==> config.mk <==
export PLATFORM = sky130hd
export DESIGN_NAME = or_ret_exec
export DESIGN_NICKNAME = d
export VERILOG_FILES = /design/src/hdl/or_ret_pkg.sv /design/src/hdl/or_unit.sv /design/src/hdl/or_ret_exec.sv
export SDC_FILE = /design/constraint.sdc
export NUM_CORES = 1
export LEC_CHECK = 0
export BUFFER_PORTS_ARGS = -buffer_cell sky130_fd_sc_hd__buf_2
export CORE_ASPECT_RATIO = 1.2
export CORE_MARGIN = 1.5
export CORE_UTILIZATION = 52
export DETAILED_ROUTE_END_ITERATION = 10
export PLACE_DENSITY = 0.85
export RECOVER_POWER = 25
export SYNTH_ARGS = -nofsm -noshare
export SYNTH_HDL_FRONTEND = slang
export SYNTH_SLANG_ARGS = --single-unit
==> constraint.sdc <==
create_clock -name core_clk_i -period 2.5 [get_ports core_clk_i]
set_clock_uncertainty 0.2 [all_clocks]
set_input_delay 0.125 -clock core_clk_i [delete_from_list [all_inputs] [get_ports core_clk_i]]
set_output_delay 0.125 -clock core_clk_i [all_outputs]
set_load 0.05 [all_outputs]
==> src/hdl/or_ret_pkg.sv <==
// Package: operation codes, widths and reset values for the OR/return execution block
package or_ret_pkg;
    localparam int unsigned DATA_W       = 8;
    localparam int unsigned PC_W         = 13;
    localparam int unsigned OP_W         = 3;
    // Operation codes presented by the decoder
    localparam logic [2:0]  OP_NONE      = 3'h0;
    localparam logic [2:0]  OP_OR_MEM    = 3'h1;
    localparam logic [2:0]  OP_OR_IMM    = 3'h2;
    localparam logic [2:0]  OP_OR_TO_MEM = 3'h3;
    localparam logic [2:0]  OP_EXIT      = 3'h4;
    localparam logic [2:0]  OP_EXIT_LIT  = 3'h5;
    localparam logic [2:0]  OP_ISR_EXIT  = 3'h6;
    // Reset values and interrupt vector
    localparam logic [7:0]  WORK_RST     = 8'h00;
    localparam logic [12:0] PC_RST       = 13'h0000;
    localparam logic [12:0] ISR_VECTOR   = 13'h0004;
    localparam logic [1:0]  SYNC_RST     = 2'h0;
endpackage : or_ret_pkg

==> src/hdl/or_unit.sv <==
// Combinational OR with zero detection
`timescale 1ns/1ns
module or_unit
    import or_ret_pkg::*;
(
    // Operands
    input  wire logic [DATA_W-1:0] a_i,
    input  wire logic [DATA_W-1:0] b_i,
    // Result
    output logic      [DATA_W-1:0] y_o,
    output logic                   zero_o
);
    // Bitwise OR and zero test on the full 8-bit result
    always_comb begin
        y_o    = a_i | b_i;
        zero_o = ((a_i | b_i) == '0);
    end
endmodule : or_unit

==> src/hdl/or_ret_exec.sv <==
// Execution stage for OR and return instructions
//
// What this block does
// - OR with memory ORs the work register with the memory byte into the work register and updates zero.
// - OR with immediate ORs the work register with the literal into the work register and updates zero.
// - OR into memory writes the OR of the memory byte and the work register back to that location.
// - A call exit pops the stack into the program counter and leaves every flag unchanged.
// - A call exit with literal pops the program counter and loads the literal into the work register, no flags.
// - An isr exit with no request pending pops the program counter and sets the global interrupt enable.
// - An interrupt already pending at an isr exit is serviced before the main program resumes.
`timescale 1ns/1ns
module or_ret_exec
    import or_ret_pkg::*;
(
    // Clock, enable and reset
    input  wire logic              core_clk_i,
    input  wire logic              clk_en_i,
    input  wire logic              reset_n_i,
    // Decoded instruction
    input  wire logic              op_valid_i,
    input  wire logic [OP_W-1:0]   op_code_i,
    input  wire logic [DATA_W-1:0] literal_i,
    input  wire logic [DATA_W-1:0] mem_rdata_i,
    input  wire logic [PC_W-1:0]   stack_top_i,
    // Interrupt request pin
    input  wire logic              irq_pending_i,
    // Data memory write
    output logic                   mem_we_o,
    output logic      [DATA_W-1:0] mem_wdata_o,
    // Stack pop and program counter
    output logic                   stack_pop_o,
    output logic                   pc_load_o,
    output logic      [PC_W-1:0]   pc_o,
    output logic                   irq_ack_o,
    // Core state
    output logic      [DATA_W-1:0] work_register_o,
    output logic                   zero_flag_o,
    output logic                   global_interrupt_enable_o
);
    // ------------------------------------------------------------
    // Reset and input synchronisers
    // ------------------------------------------------------------
    logic [1:0] rst_sync_q;
    logic [1:0] irq_sync_q;
    logic       rst_n;

    // Reset released through two flops
    always_ff @(posedge core_clk_i or negedge reset_n_i) begin
        if (!reset_n_i) begin
            rst_sync_q <= SYNC_RST;
        end else begin
            rst_sync_q <= {rst_sync_q[0], 1'b1};
        end
    end
    assign rst_n = rst_sync_q[1];

    // Interrupt pin synchroniser; only bit 1 is read by logic
    // The pin moves through only while the clock enable is high, so a frozen core sees it stand still
    always_ff @(posedge core_clk_i or negedge rst_n) begin
        if (!rst_n) begin
            irq_sync_q <= SYNC_RST;
        end else if (clk_en_i) begin
            irq_sync_q <= {irq_sync_q[0], irq_pending_i};
        end
    end

    // ------------------------------------------------------------
    // Operand selection and OR unit
    // ------------------------------------------------------------
    logic [DATA_W-1:0] or_b;
    logic [DATA_W-1:0] or_y;
    logic              or_zero;
    logic              go;

    // An op counts only on an enabled edge; the literal feeds the OR unit for the immediate op alone
    assign go   = op_valid_i && clk_en_i;
    assign or_b = (op_code_i == OP_OR_IMM) ? literal_i : mem_rdata_i;

    or_unit u_or (
        .a_i    (work_register_o),
        .b_i    (or_b),
        .y_o    (or_y),
        .zero_o (or_zero)
    );

    // ------------------------------------------------------------
    // Work register and zero flag
    // ------------------------------------------------------------
    always_ff @(posedge core_clk_i or negedge rst_n) begin
        if (!rst_n) begin
            work_register_o <= WORK_RST;
            zero_flag_o     <= 1'b0;
        end else if (go) begin
            // Only the two OR-to-work ops touch zero; returns keep zero, and only an isr exit writes the interrupt enable
            if (op_code_i == OP_OR_MEM || op_code_i == OP_OR_IMM) begin
                work_register_o <= or_y;
                zero_flag_o     <= or_zero;
            end else if (op_code_i == OP_EXIT_LIT) begin
                work_register_o <= literal_i;
            end
        end
    end

    // ------------------------------------------------------------
    // Data memory write-back
    // ------------------------------------------------------------
    always_ff @(posedge core_clk_i or negedge rst_n) begin
        if (!rst_n) begin
            mem_we_o    <= 1'b0;
            mem_wdata_o <= WORK_RST;
        end else if (clk_en_i) begin
            // Strobe lasts one enabled cycle and holds while the clock enable is low; the data holds until the next OR into memory
            mem_we_o <= op_valid_i && (op_code_i == OP_OR_TO_MEM);
            if (op_valid_i && op_code_i == OP_OR_TO_MEM) begin
                mem_wdata_o <= or_y;
            end
        end
    end

    // ------------------------------------------------------------
    // Stack pop, program counter and interrupt enable
    // ------------------------------------------------------------
    logic is_ret;
    assign is_ret = (op_code_i == OP_EXIT) || (op_code_i == OP_EXIT_LIT) || (op_code_i == OP_ISR_EXIT);

    // Isr exit that finds a request pending chains straight into the interrupt routine
    logic chain_irq;
    assign chain_irq = go && (op_code_i == OP_ISR_EXIT) && irq_sync_q[1];

    always_ff @(posedge core_clk_i or negedge rst_n) begin
        if (!rst_n) begin
            stack_pop_o <= 1'b0;
            pc_load_o   <= 1'b0;
            pc_o        <= PC_RST;
            irq_ack_o   <= 1'b0;
        end else if (clk_en_i) begin
            // Pulses fall again on the next enabled edge
            // A chained isr exit keeps the return address on the stack for the pending routine
            stack_pop_o <= go && is_ret && !chain_irq;
            pc_load_o   <= go && is_ret;
            irq_ack_o   <= 1'b0;
            if (go && is_ret) begin
                if (op_code_i == OP_ISR_EXIT && irq_sync_q[1]) begin
                    pc_o      <= ISR_VECTOR;
                    irq_ack_o <= 1'b1;
                end else begin
                    pc_o <= stack_top_i;
                end
            end
        end
    end

    // Interrupt enable set by isr exit; cleared again when a pending request is taken
    always_ff @(posedge core_clk_i or negedge rst_n) begin
        if (!rst_n) begin
            global_interrupt_enable_o <= 1'b0;
        end else if (go && op_code_i == OP_ISR_EXIT) begin
            global_interrupt_enable_o <= !irq_sync_q[1];
        end
    end
endmodule : or_ret_exec

; Word-level counts from Yosys, hierarchy flattened
; Cells that the tools add are included.
[op_classes]
n_eq_ne = 6
muxes = 6
bitwise_logic = 1
n_reduce_logical = 18
[op_table]
columns = operator, n
row1 = two-way mux 8 bit, 3
row2 = two-way mux 13 bit, 1
row3 = "== test 3 bit, second input constant", 3
row4 = logical NOT 8 bit, 1
row5 = bitwise OR 8 bit, 1
row6 = AND reduction 2 bit, 4
row7 = logical AND 1 bit, 7
row8 = "== test 3 x 2 -> 1 bit, second input constant", 2
row9 = "== test 3 x 1 -> 1 bit, second input constant", 1
row10 = logical OR 1 bit, 3
row11 = logical NOT 1 bit, 2
row12 = two-way mux 1 bit, 2
row13 = nonzero test 2 bit, 1
[totals]
regBits = 39
input_bits = 37
output_inout_bits = 35
elab_cells = 42

; Depth between registers and ports, before layout
; Gate-level depths: netlist (run 1).
[depth]
depth_word = 5
ltp_mapped = 6
ltp_nobuf = 4

; By module
; A second synthesis (run 1) with hierarchy kept.
[hier_totals]
hier_cells = 138
hier_area_um2 = 1756.7
[modules_own_cells]
columns = mod, instances, cells_each, area_per_inst_um2, seq_area_each_um2
row1 = or_ret_exec, 1, 125, 1672.9, 975.9
row2 = or_unit, 1, 13, 83.8, 0.0

; Worst setup path before layout (run 1)
; No wires, ideal clock.
[synth_timing]
path_type = in2reg
from = input port op_code_i[0]
to = register zero_flag_o
setup_time_ns = 0.104
arrival_ns = 1.360
t_required_ns = 2.196
path_slack_ns = 0.836
cell_stages = 6
path_buffers = 2
cell_sequence = or3b_1 -> buf_6 -> buf_8 -> a211oi_1 -> nand4_1 -> o41ai_2
[synth_between]
elab_chain_len = 4
elab_cells_between_ends = 7
classes_between = 2 x eq/ne / 1 x mux / 1 x bitwise / 3 x reduce/logical
[synth_rtl]
columns = item, line_no
row1 = from (decl), or_ret_exec.sv:21  ; input wire logic [OP_W-1:0] op_code_i,
row2 = == test 3 x 2 -> 1 bit, "or_ret_exec.sv:77, or_ret_exec.sv:95"
row3 = two-way mux 8 bit, or_ret_exec.sv:77  ; assign or_b = (op_code_i == OP_OR_IMM) ? literal_i : mem_rdata_i;
row4 = bitwise OR 8 bit, or_unit.sv:16  ; zero_o = ((a_i | b_i) == '0);
row5 = logical NOT 8 bit, or_unit.sv:16
row6 = to (signal assigned), or_ret_exec.sv:97  ; zero_flag_o <= or_zero;
row7 = to (decl), or_ret_exec.sv:37  ; output logic zero_flag_o,
; Several ways; a longest one is shown, not always the timed one.
; A chain may end at the register's enable or synchronous reset.

; Worst setup path in the final report (run 1)
[layout_timing]
from = input port clk_en_i
to = register work_register_o[3]
[layout_between]
elab_chain_len = 2
[layout_rtl]
columns = item, line_no
row1 = from (decl), or_ret_exec.sv:17  ; input wire logic clk_en_i,
row2 = logical AND 1 bit, or_ret_exec.sv:76  ; assign go = op_valid_i && clk_en_i;
row3 = AND reduction 2 bit (no line), -
row4 = to (signal assigned), or_ret_exec.sv:96  ; work_register_o <= or_y;
row5 = to (signal assigned), or_ret_exec.sv:99  ; work_register_o <= literal_i;
row6 = to (decl), or_ret_exec.sv:36  ; output logic [DATA_W-1:0] work_register_o,
; Every way passes these cells.

==> flow_summary_export.csv, run 1 <==
group,metric,value,unit
global_route,grt_max_degree,38,
synth,synthCells,154,
placed_design,port_buffers,71,
timing,worst_pin_slew,0.886,ns
die,initial_core_util,0.547,
synth,syn-num-nets,191,
clock_tree,numCtsBuffers,5,
die,core_area,0.00334,mm^2
hold_path,min_to,"mem_wdata_o[7]",
synth,synth_top_area_share,0.535,
power_and_ir_drop,cellLeakagePower,1.23,nW
timing,fin_crit_sh,0.928,
timing,whs,0.00181,ns
critical_path,r2r_slack,0.87,ns
critical_path,worst_r2r_path_depth,3,
global_route,antenna_found_initial,0,
final_layout,drive_gt1_frac,0.357,
clock_tree,clk_pin_slew,0.07,ns
final_layout,diodes,0,
global_route,grt_pass1_vias,1620,
hold_path,hold_path.class,"primary input to flip-flop",
final_layout,nNetsFinal,289,
synth,ys_async_sr_fraction,1.00,
critical_path,worst-path-max-fanout,7,
synth,synth_common_cells,"dfrtp_1 (39), a22o_1 (12), o21a_1 (12)",
synth,synth.yosys.seq_area_share,0.535,
timing,fmax,0.431,GHz
synth,ys_types,37,
clock_tree,post_cts_buffers,0,
critical_path,critPathKind,"primary input to flip-flop",
critical_path,r2r_start,"work_register_o[3]",
route,drc_errors,0,
synth,syn_area,0.00183,mm^2
final_layout,fillers,232,
clock_tree,numClockSinks,39,
placed_design,gp_congestion,0.911,
clock_tree,clockRootBuffer,"clkbuf_8",
status,status,"finished, final reports clean",
route,wl_per_cell,16.2,um
synth,synth_edf_count,0,
global_route,track_usage,0.258,
job,drv_cap,0,
clock_tree,h-tree-depth,2,
synth,yosysTopAreaCell,"dfrtp_1",
placed_design,dpl_cell_area,0.00217,mm^2
route,vias,1577,
synth,ys.flop_type,"dfrtp_1",
global_route,grt_pass1_wl,7490,um
timing,slew-limit-headroom,0.409,
clock_tree,insertion_delay,0.29,ns
route,vias_per_cell,5.46,
synth,synth_area_per_cell,11.9,um^2
final_layout,stdcell_area,0.00255,mm^2
die,io_pins,72,
synth,yosysMostFrequentCell,"dfrtp_1",
route,drt_first_pass_iters,4,
timing,rsz0062_at_grt,"false",
die,rows,23,
global_route,grt_overflow,0,
critical_path,worst_setup_path_start_kind,"primary input",
final_layout,final_core_util,0.764,
die,fp.dieH,67.9,um
route,drt_iter0_markers,73,
timing,slew_viol_final,0,
placed_design,place_hpwl,3140,um
power_and_ir_drop,power_density,849,mW/mm^2
route,ant_nets,0,
synth,ys_ff_latch,39,
hold_path,min_delay_path_depth,3,
clock_tree,clk_path_buf_depth,2,
route,wirelength,4680,um
clock_tree,cts_hold_buf,28,
synth,ys_warn_count,0,
synth,synth_area_leaders,"dfrtp_1 (53%), a22o_1 (5.8%), o21a_1 (4.9%), a21oi_1 (3.0%), o22a_1 (2.9%)",
critical_path,critical_path_required,2.47,ns
final_layout,area_delta_synth_final,39.8,%
die,die-area,0.00388,mm^2
timing,hold_viol,0,
hold_path,hp-start,"mem_rdata_i[7]",
critical_path,critPathArrivalTime,2.29,ns
critical_path,r2r_end,"work_register_o[3]",
clock_tree,cts_tree,"done",
clock_tree,cts_resized,0,
timing,min_period,2.32,ns
timing,tns,0,ns
die,die-width,57.1,um
power_and_ir_drop,ir_worst_vdd,0.662,mV
critical_path,endpoint_kind,"flip-flop",
timing,finalSetupViolCount,0,
[critical path, cell delays in order]
cell and delay, ns:
dlygate4sd3_1 0.53, buf_2 0.17, nand2_2 0.14, or3_1 0.47, o21a_1 0.15, o22a_1 0.16
dlygate4sd3_1 0.54
[metal layers]
metal  global-route usage  part of all wire  routed length [um]  vias up
li1                     -                 -                   -      767
met3               0.0699             0.058                 271        3
met1                0.296              0.39                1840      750
met2                0.486              0.54                2540       57
met4               0.0523            0.0073                  34        0
met5                    0                 0                   0        -
[cell type report]
type,instances,area [um^2],area share
clock inverter,1,30.0,0.0118
clock buffer,6,72.6,0.0284
sequential,39,976,0.383
timing repair buffer,101,648,0.254
tap,37,46.3,0.0181
inverter,7,26.3,0.0103
multi-input combinational,98,752,0.295
[registers in the layout (all words and copies together) (netlist names)]
| signal | flops |
|---|---|
| pc_load_o | 1 |
| pc_o | 13 |
| stack_pop_o | 1 |
| zero_flag_o | 1 |
| rst_sync_q | 2 |
| irq_sync_q | 2 |
| mem_we_o | 1 |
| irq_ack_o | 1 |
| global_interrupt_enable_o | 1 |
| mem_wdata_o | 8 |
| work_register_o | 8 |
[power by group]
part	internal [mW]	leakage [nW]	switching (mW)
clock	0.292	0.0513	0.206
combinational	0.242	0.711	0.587
sequential	0.751	0.469	0.0874
total	1.29	1.23	0.881
[cell usage in the layout, fill, tap and decap left out, types with 2 or more instances in the layout]
cell and instances:
nand4_1 2, inv_1 7, o22a_1 6, o21a_1 12
buf_2 71, o21ai_1 3, o21ai_0 2, a21o_1 3
nor4bb_1 4, a211oi_1 6, mux2i_1 2, dfrtp_1 39
and4bb_1 4, dlygate4sd3_1 28, mux2_2 3, clkbuf_8 5
nand2_1 4, nor2_1 8, a22o_1 12, a21oi_1 11
[cell families (layout without fill, tap and decap cells)]
logic type             Yosys count  count (layout)  synth area share
DFF                             39              39             0.535
AOI/OAI and AO/OA               60              60             0.257
buffers and inverters           17             115            0.0535
muxes                            5               5            0.0295
other                            1               1           0.00205
and+or+nand+nor                 32              32             0.123
[worst max-delay path by stage]
stage / startpoint / to / cells after the start
2_1_floorplan: op_code_i[0] / zero_flag_o / 6
3_5_place_dp: op_code_i[1] / zero_flag_o / 5
3_3_place_gp: op_code_i[0] / zero_flag_o / 5
5_1_grt: clk_en_i / work_register_o[3] / 7
4_1_cts: clk_en_i / work_register_o[3] / 7
6_report: clk_en_i / work_register_o[3] / 7
[metrics by stage]
stage / setup slack, ns / power, mW / cells
after floorplan: 0.836 / 1.43 / 154
after global placement: 0.470 / 1.63 / 254
after detailed placement: 0.397 / 1.64 / 254
after CTS: 0.207 / 2.17 / 289
after global routing: 0.111 / 2.27 / 289
final: 0.181 / 2.17 / 289
Note: power is estimated with default switching activity, not from simulation.
==> inputs of run 2 (changes only) <==
Settings changed: ABC_CLOCK_PERIOD_IN_PS set to 2500, RECOVER_POWER 25 to not set.
==> run 2 against run 1 <==
Register-to-register slack about the same. Hold slack about the same. Wire length about the same. Clock power about the same. Via count up 0.32%. Critical path depth unchanged. Critical endpoint unchanged. Combinational power about the same. Clock-buffer cell count unchanged. Flip-flop and latch count unchanged. Worst setup slack better by 0.0011 ns.
==> flow_summary_export.csv, run 2 (same netlist as run 1, synthesis figures left out) <==
group,metric,value,unit
status,status,"finished, final reports clean",
die,die-width,57.1,um
route,ant_nets,0,
route,drt_first_pass_iters,4,
clock_tree,post_cts_buffers,0,
critical_path,worst-path-max-fanout,7,
critical_path,worstSetupStartpoint,"clk_en_i",
final_layout,drive_gt1_frac,0.357,
die,initial_core_util,0.547,
route,drt_iter0_markers,73,
timing,worst_pin_slew,0.606,ns
route,wl_per_cell,16.2,um
global_route,grt_max_degree,38,
critical_path,r2r_start,"work_register_o[3]",
hold_path,hp-start,"mem_rdata_i[7]",
final_layout,diodes,0,
clock_tree,cts_hold_buf,28,
critical_path,worst_setup_path_start_kind,"primary input",
power_and_ir_drop,cellLeakagePower,1.23,nW
global_route,grt_pass1_wl,7490,um
hold_path,hold_path.class,"primary input to flip-flop",
final_layout,nNetsFinal,289,
placed_design,place_hpwl,3140,um
final_layout,final_cell_mix,"buf_2 (71), dfrtp_1 (39), dlygate4sd3_1 (28), o21a_1 (12), a22o_1 (12)",
die,core_area,0.00334,mm^2
timing,min_period,2.32,ns
route,vias_per_cell,5.47,
clock_tree,insertion_delay,0.29,ns
die,die-area,0.00388,mm^2
critical_path,critical_path_required,2.47,ns
global_route,grt_overflow,0,
global_route,grt_pass1_vias,1620,
final_layout,top_register,"pc_o",
die,io_pins,72,
global_route,track_usage,0.258,
timing,slew-limit-headroom,0.596,
power_and_ir_drop,power_density,848,mW/mm^2
clock_tree,cts_tree,"done",
final_layout,reg_top3,"pc_o (13), mem_wdata_o (8), work_register_o (8)",
clock_tree,clk_pin_slew,0.07,ns
route,vias,1582,
timing,whs,0.00173,ns
critical_path,endpoint_kind,"flip-flop",
final_layout,final_common_cell,"buf_2",
job,drv_cap,0,
critical_path,critPathKind,"primary input to flip-flop",
timing,tns,0,ns
clock_tree,numCtsBuffers,5,
placed_design,port_buffers,71,
clock_tree,clockRootBuffer,"clkbuf_8",
timing,fin_crit_sh,0.927,
timing,finalSetupViolCount,0,
final_layout,largest_reg_flops,13,
clock_tree,cts_resized,0,
final_layout,area_delta_synth_final,39.9,%
timing,slew_viol_final,0,
critical_path,critPathArrivalTime,2.29,ns
timing,rsz0062_at_grt,"false",
power_and_ir_drop,ir_worst_vdd,0.662,mV
timing,hold_viol,0,
placed_design,gp_congestion,0.911,
global_route,antenna_found_initial,0,
timing,fmax,0.431,GHz
clock_tree,numClockSinks,39,
route,drc_errors,0,
clock_tree,clk_path_buf_depth,2,
clock_tree,h-tree-depth,2,
die,rows,23,
route,wirelength,4690,um
die,fp.dieH,67.9,um
==> run 2: per-stage QoR <==
| stage | area, um^2 | instances | power (mW) | util | worst slack (ns) |
|---|---|---|---|---|---|
| 2_1_floorplan | 1830 | 154 | 1.43 | - | 0.836 |
| 3_3_place_gp | 2170 | 254 | 1.63 | 0.650 | 0.470 |
| 3_5_place_dp | 2170 | 254 | 1.64 | 0.650 | 0.397 |
| 4_1_cts | 2550 | 289 | 2.17 | 0.765 | 0.207 |
| 5_1_grt | 2550 | 289 | 2.27 | 0.765 | 0.111 |
| 6_report | 2550 | 289 | 2.17 | 0.765 | 0.182 |
==> run 2: layout make-up <==
| cell class | instances | area (um^2) |
|---|---|---|
| timing repair buffer | 101 | 651 |
| inverter | 7 | 26.3 |
| multi-input combinational | 98 | 752 |
| sequential | 39 | 976 |
| clock inverter | 1 | 30.0 |
| tap | 37 | 46.3 |
| clock buffer | 6 | 72.6 |
| fill | 231 | 785 |
==> run 2: critical path, cell delays in order <==
cell,delay [ns]
dlygate4sd3_1,0.53
buf_2,0.17
nand2_2,0.14
or3_1,0.47
o21a_1,0.15
o22a_1,0.16
dlygate4sd3_1,0.54
==> run 2: where the power goes <==
part	switching [mW]	leakage (nW)	total, mW	internal, mW
registers	0.0875	0.469	0.839	0.751
clock network	0.206	0.0513	0.498	0.292
logic	0.587	0.712	0.829	0.242
==> run 2: worst paths after layout <==
check                                       endpoint  slack, ns  cells past startpoint
max                               work_register_o[3]       0.18                      7
min                                   mem_wdata_o[7]      0.002                      3
max reg2reg                       work_register_o[3]       0.87                      3
min reg2reg                global_interrupt_enable_o       0.08                      1
max in group asynchronous              rst_sync_q[1]       1.47                      3
min in group asynchronous  global_interrupt_enable_o       0.08                      1
==> run 2: routing by layer <==
| layer | part of all wire | track usage | vias up |
|---|---|---|---|
| met2 | 0.54 | 0.486 | 57 |
| met3 | 0.058 | 0.0699 | 3 |
| met4 | 0.0073 | 0.0523 | 0 |
| li1 | - | - | 767 |
| met1 | 0.39 | 0.296 | 755 |
| met5 | 0 | 0 | - |
==> inputs of run 3 (changes only) <==
Settings changed: ABC_AREA set to 1, CORE_MARGIN 1.5 to 5, CORE_UTILIZATION 52 to 51, PLACE_DENSITY 0.85 to 0.84, SLEW_MARGIN set to 20.
==> run 3 against run 2 <==
Clock-buffer cell count fell by 1. Largest power group unchanged. Synthesized cell count rose by 19%. Sequential share of layout area rose by 0.42 points. Worst setup slack improved by 0.48 ns.
==> flow_summary_export.csv, run 3 <==
group,metric,value,unit
critical_path,worstSetupStartpoint,"clk_en_i",
power_and_ir_drop,switching_share,0.407,
final_layout,top_register,"pc_o",
die,core_area,0.00337,mm^2
clock_tree,cts_resized,0,
final_layout,largest_reg_flops,13,
critical_path,critical_path_required,2.47,ns
global_route,met2_usage,0.361,
global_route,grt_overflow,0,
power_and_ir_drop,pwr-share-clk,0.245,
timing,fin_crit_sh,0.736,
final_layout,diodes,0,
timing,tns,0,ns
placed_design,gp_congestion,0.900,
critical_path,crit_chain,"dlygate4sd3_1 > buf_2 > nand2_4 > inv_2 > nand3_4 > nor2_4 > inv_1 > nor2_1 > a21oi_1",
power_and_ir_drop,p_seq_frac,0.377,
final_layout,fillers,251,
critical_path,worst_setup_path_start_kind,"primary input",
clock_tree,post_cts_buffers,0,
timing,rsz0062_at_grt,"false",
final_layout,drive_gt1_frac,0.379,
critical_path,critical-path-max-stage-delay,0.55,ns
clock_tree,clk_path_buf_depth,2,
route,ant_nets,0,
die,initial_core_util,0.530,
critical_path,r2r_start,"irq_sync_q[1]",
die,rows,23,
final_layout,area_delta_synth_final,41.7,%
power_and_ir_drop,cellLeakagePower,1.29,nW
synth,synth_edf_count,0,
die,die-area,0.00478,mm^2
global_route,antenna_found_initial,0,
route,vias,1658,
critical_path,crit_slowest_cell,"dlygate4sd3_1",
synth,synth_area_per_cell,9.74,um^2
power_and_ir_drop,ir_worst_vdd,0.692,mV
route,wl_per_cell,14.3,um
status,status,"finished, final reports clean",
global_route,grt_pass1_wl,7850,um
power_and_ir_drop,pwr-share-comb,0.377,
placed_design,place_inst,288,
hold_path,hold_path.class,"primary input to flip-flop",
route,drt_iter0_markers,68,
job,drv_cap,0,
power_and_ir_drop,internal-power,1.26,mW
final_layout,final_cell_mix,"buf_2 (71), nand2_1 (51), dfrtp_1 (39), dlygate4sd3_1 (26), nor2_1 (14)",
synth,syn-num-nets,220,
final_layout,nNetsFinal,321,
global_route,busiest_layer,"met2",
route,vias_per_cell,5.15,
clock_tree,h-tree-depth,2,
critical_path,endpoint_kind,"flip-flop",
synth,ys_warn_count,0,
power_and_ir_drop,switching_power,866,uW
synth,synthCells,183,
route,drc_errors,0,
placed_design,port_buffers,71,
hold_path,hp-start,"mem_rdata_i[2]",
clock_tree,numClockSinks,39,
die,die-width,64.0,um
critical_path,critPathArrivalTime,1.81,ns
placed_design,place_hpwl,3070,um
clock_tree,cts_tree,"done",
route,drt_first_pass_iters,4,
clock_tree,numCtsBuffers,5,
critical_path,crit_family,"buffers and inverters",
final_layout,fin_cells,322,
synth,ys_async_sr_fraction,1.00,
synth,syn_area,0.00178,mm^2
global_route,grt_max_degree,38,
synth,yosysTopAreaCell,"dfrtp_1",
synth,ys.flop_type,"dfrtp_1",
synth,ys_types,29,
synth,synth.yosys.seq_area_share,0.547,
critical_path,crit_buf_inv,4,
die,fp.dieH,74.8,um
timing,min_period,1.84,ns
synth,synth_common_cells,"nand2_1 (51), dfrtp_1 (39), nor2_1 (14)",
clock_tree,clk_pin_slew,0.08,ns
synth,ys_ff_latch,39,
route,wirelength,4590,um
synth,yosysMostFrequentCell,"nand2_1",
global_route,grt_pass1_vias,1720,
critical_path,worst-path-max-fanout,15,
timing,finalSetupViolCount,0,
timing,slew_viol_final,0,
synth,synth_area_leaders,"dfrtp_1 (55%), nand2_1 (11%), a22o_2 (6.7%), nor2_1 (2.9%), inv_1 (2.3%)",
timing,hold_viol,0,
clock_tree,clockRootBuffer,"clkbuf_8",
global_route,track_usage,0.210,
synth,synth_top_area_share,0.547,
final_layout,final_common_cell,"buf_2",
global_route,use_met1,0.261,
critical_path,critPathKind,"primary input to flip-flop",
power_and_ir_drop,power_density,842,mW/mm^2
clock_tree,insertion_delay,0.29,ns
timing,fmax,0.544,GHz
die,io_pins,72,
final_layout,reg_top3,"pc_o (13), mem_wdata_o (8), work_register_o (8)",
global_route,grt.met3_usage,0.0522,
## run 3: changes by cell type after synthesis, sizes merged, moves of 8 or more
cell,before,now
nand2,5,53
o21a,12,1
a21oi,12,2
inv,7,16
nor2,8,17
a211oi,8,0
## run 3: power by group through the flow
stage	Sequential [mW]	Clock, mW	Combinational [mW]
2_1_floorplan	1.21	0	0.180
3_3_place_gp	0.810	0	0.765
3_5_place_dp	0.813	0	0.770
4_1_cts	0.801	0.531	0.804
5_1_grt	0.819	0.561	0.850
6_report	0.803	0.522	0.802
## run 3: cell type report
class | count | area (um^2) | area share
repair buffers | 98 | 623 | 0.247
flip-flops and latches | 39 | 976 | 0.386
multi-input cells | 124 | 706 | 0.279
well taps | 37 | 46.3 | 0.0183
inverters | 16 | 62.6 | 0.0248
clock buffers | 5 | 68.8 | 0.0272
clock inverters | 3 | 43.8 | 0.0173
## run 3: final timing paths
path / endpoint / slack (ns) / cells past startpoint
max reg2reg: pc_o[2] / 1.21 / 6
min: mem_wdata_o[2] / 0.01 / 5
min reg2reg: pc_o[10] / 0.08 / 1
max in group asynchronous: rst_sync_q[0] / 1.47 / 3
max: pc_o[2] / 0.66 / 9
min in group asynchronous: pc_o[10] / 0.08 / 1
## run 3: layer usage
layer,routed length [um],vias up,part of all wire
li1,-,817,-
met1,1940,770,0.42
met2,2270,65,0.50
met3,336,6,0.073
met4,37,0,0.0081
met5,0,-,0
## run 3: kinds of logic after synthesis
logic type / Yosys count / share of synthesized area
and+or+nand+nor: 89 / 0.246
DFF: 39 / 0.547
AOI/OAI and AO/OA: 33 / 0.141
buffers and inverters: 20 / 0.0568
muxes: 1 / 0.00632
other: 1 / 0.00210
## run 3: worst reg2reg max path: cells and delay by family (launching register included)
| kind | cells | cell delay, ns |
|---|---|---|
| flip-flops | 1 | 0.36 |
| AO/OA/AOI/OAI | 1 | 0.04 |
| AND/OR/NAND/NOR | 3 | 0.40 |
| buffers and inverters | 2 | 0.17 |
## run 3: per-stage QoR
stage	total power [mW]	cell area, um^2	util	hold WS (ns)	setup WS [ns]
after global routing	2.23	2530	0.750	0.0604	0.480
after CTS	2.14	2530	0.750	0.0178	0.718
after detailed placement	1.58	2150	0.640	-0.289	0.941
after global placement	1.58	2150	0.640	-0.290	0.990
final	2.13	2530	0.750	0.0123	0.661
after floorplan	1.39	1780	-	-0.371	1.13
## run 3: timing repair
action / in CTS / in global routing
hold endpoints to repair: 30 / 0
endpoints found under the setup margin: 0 / 0
hold buffers: 26 / 0
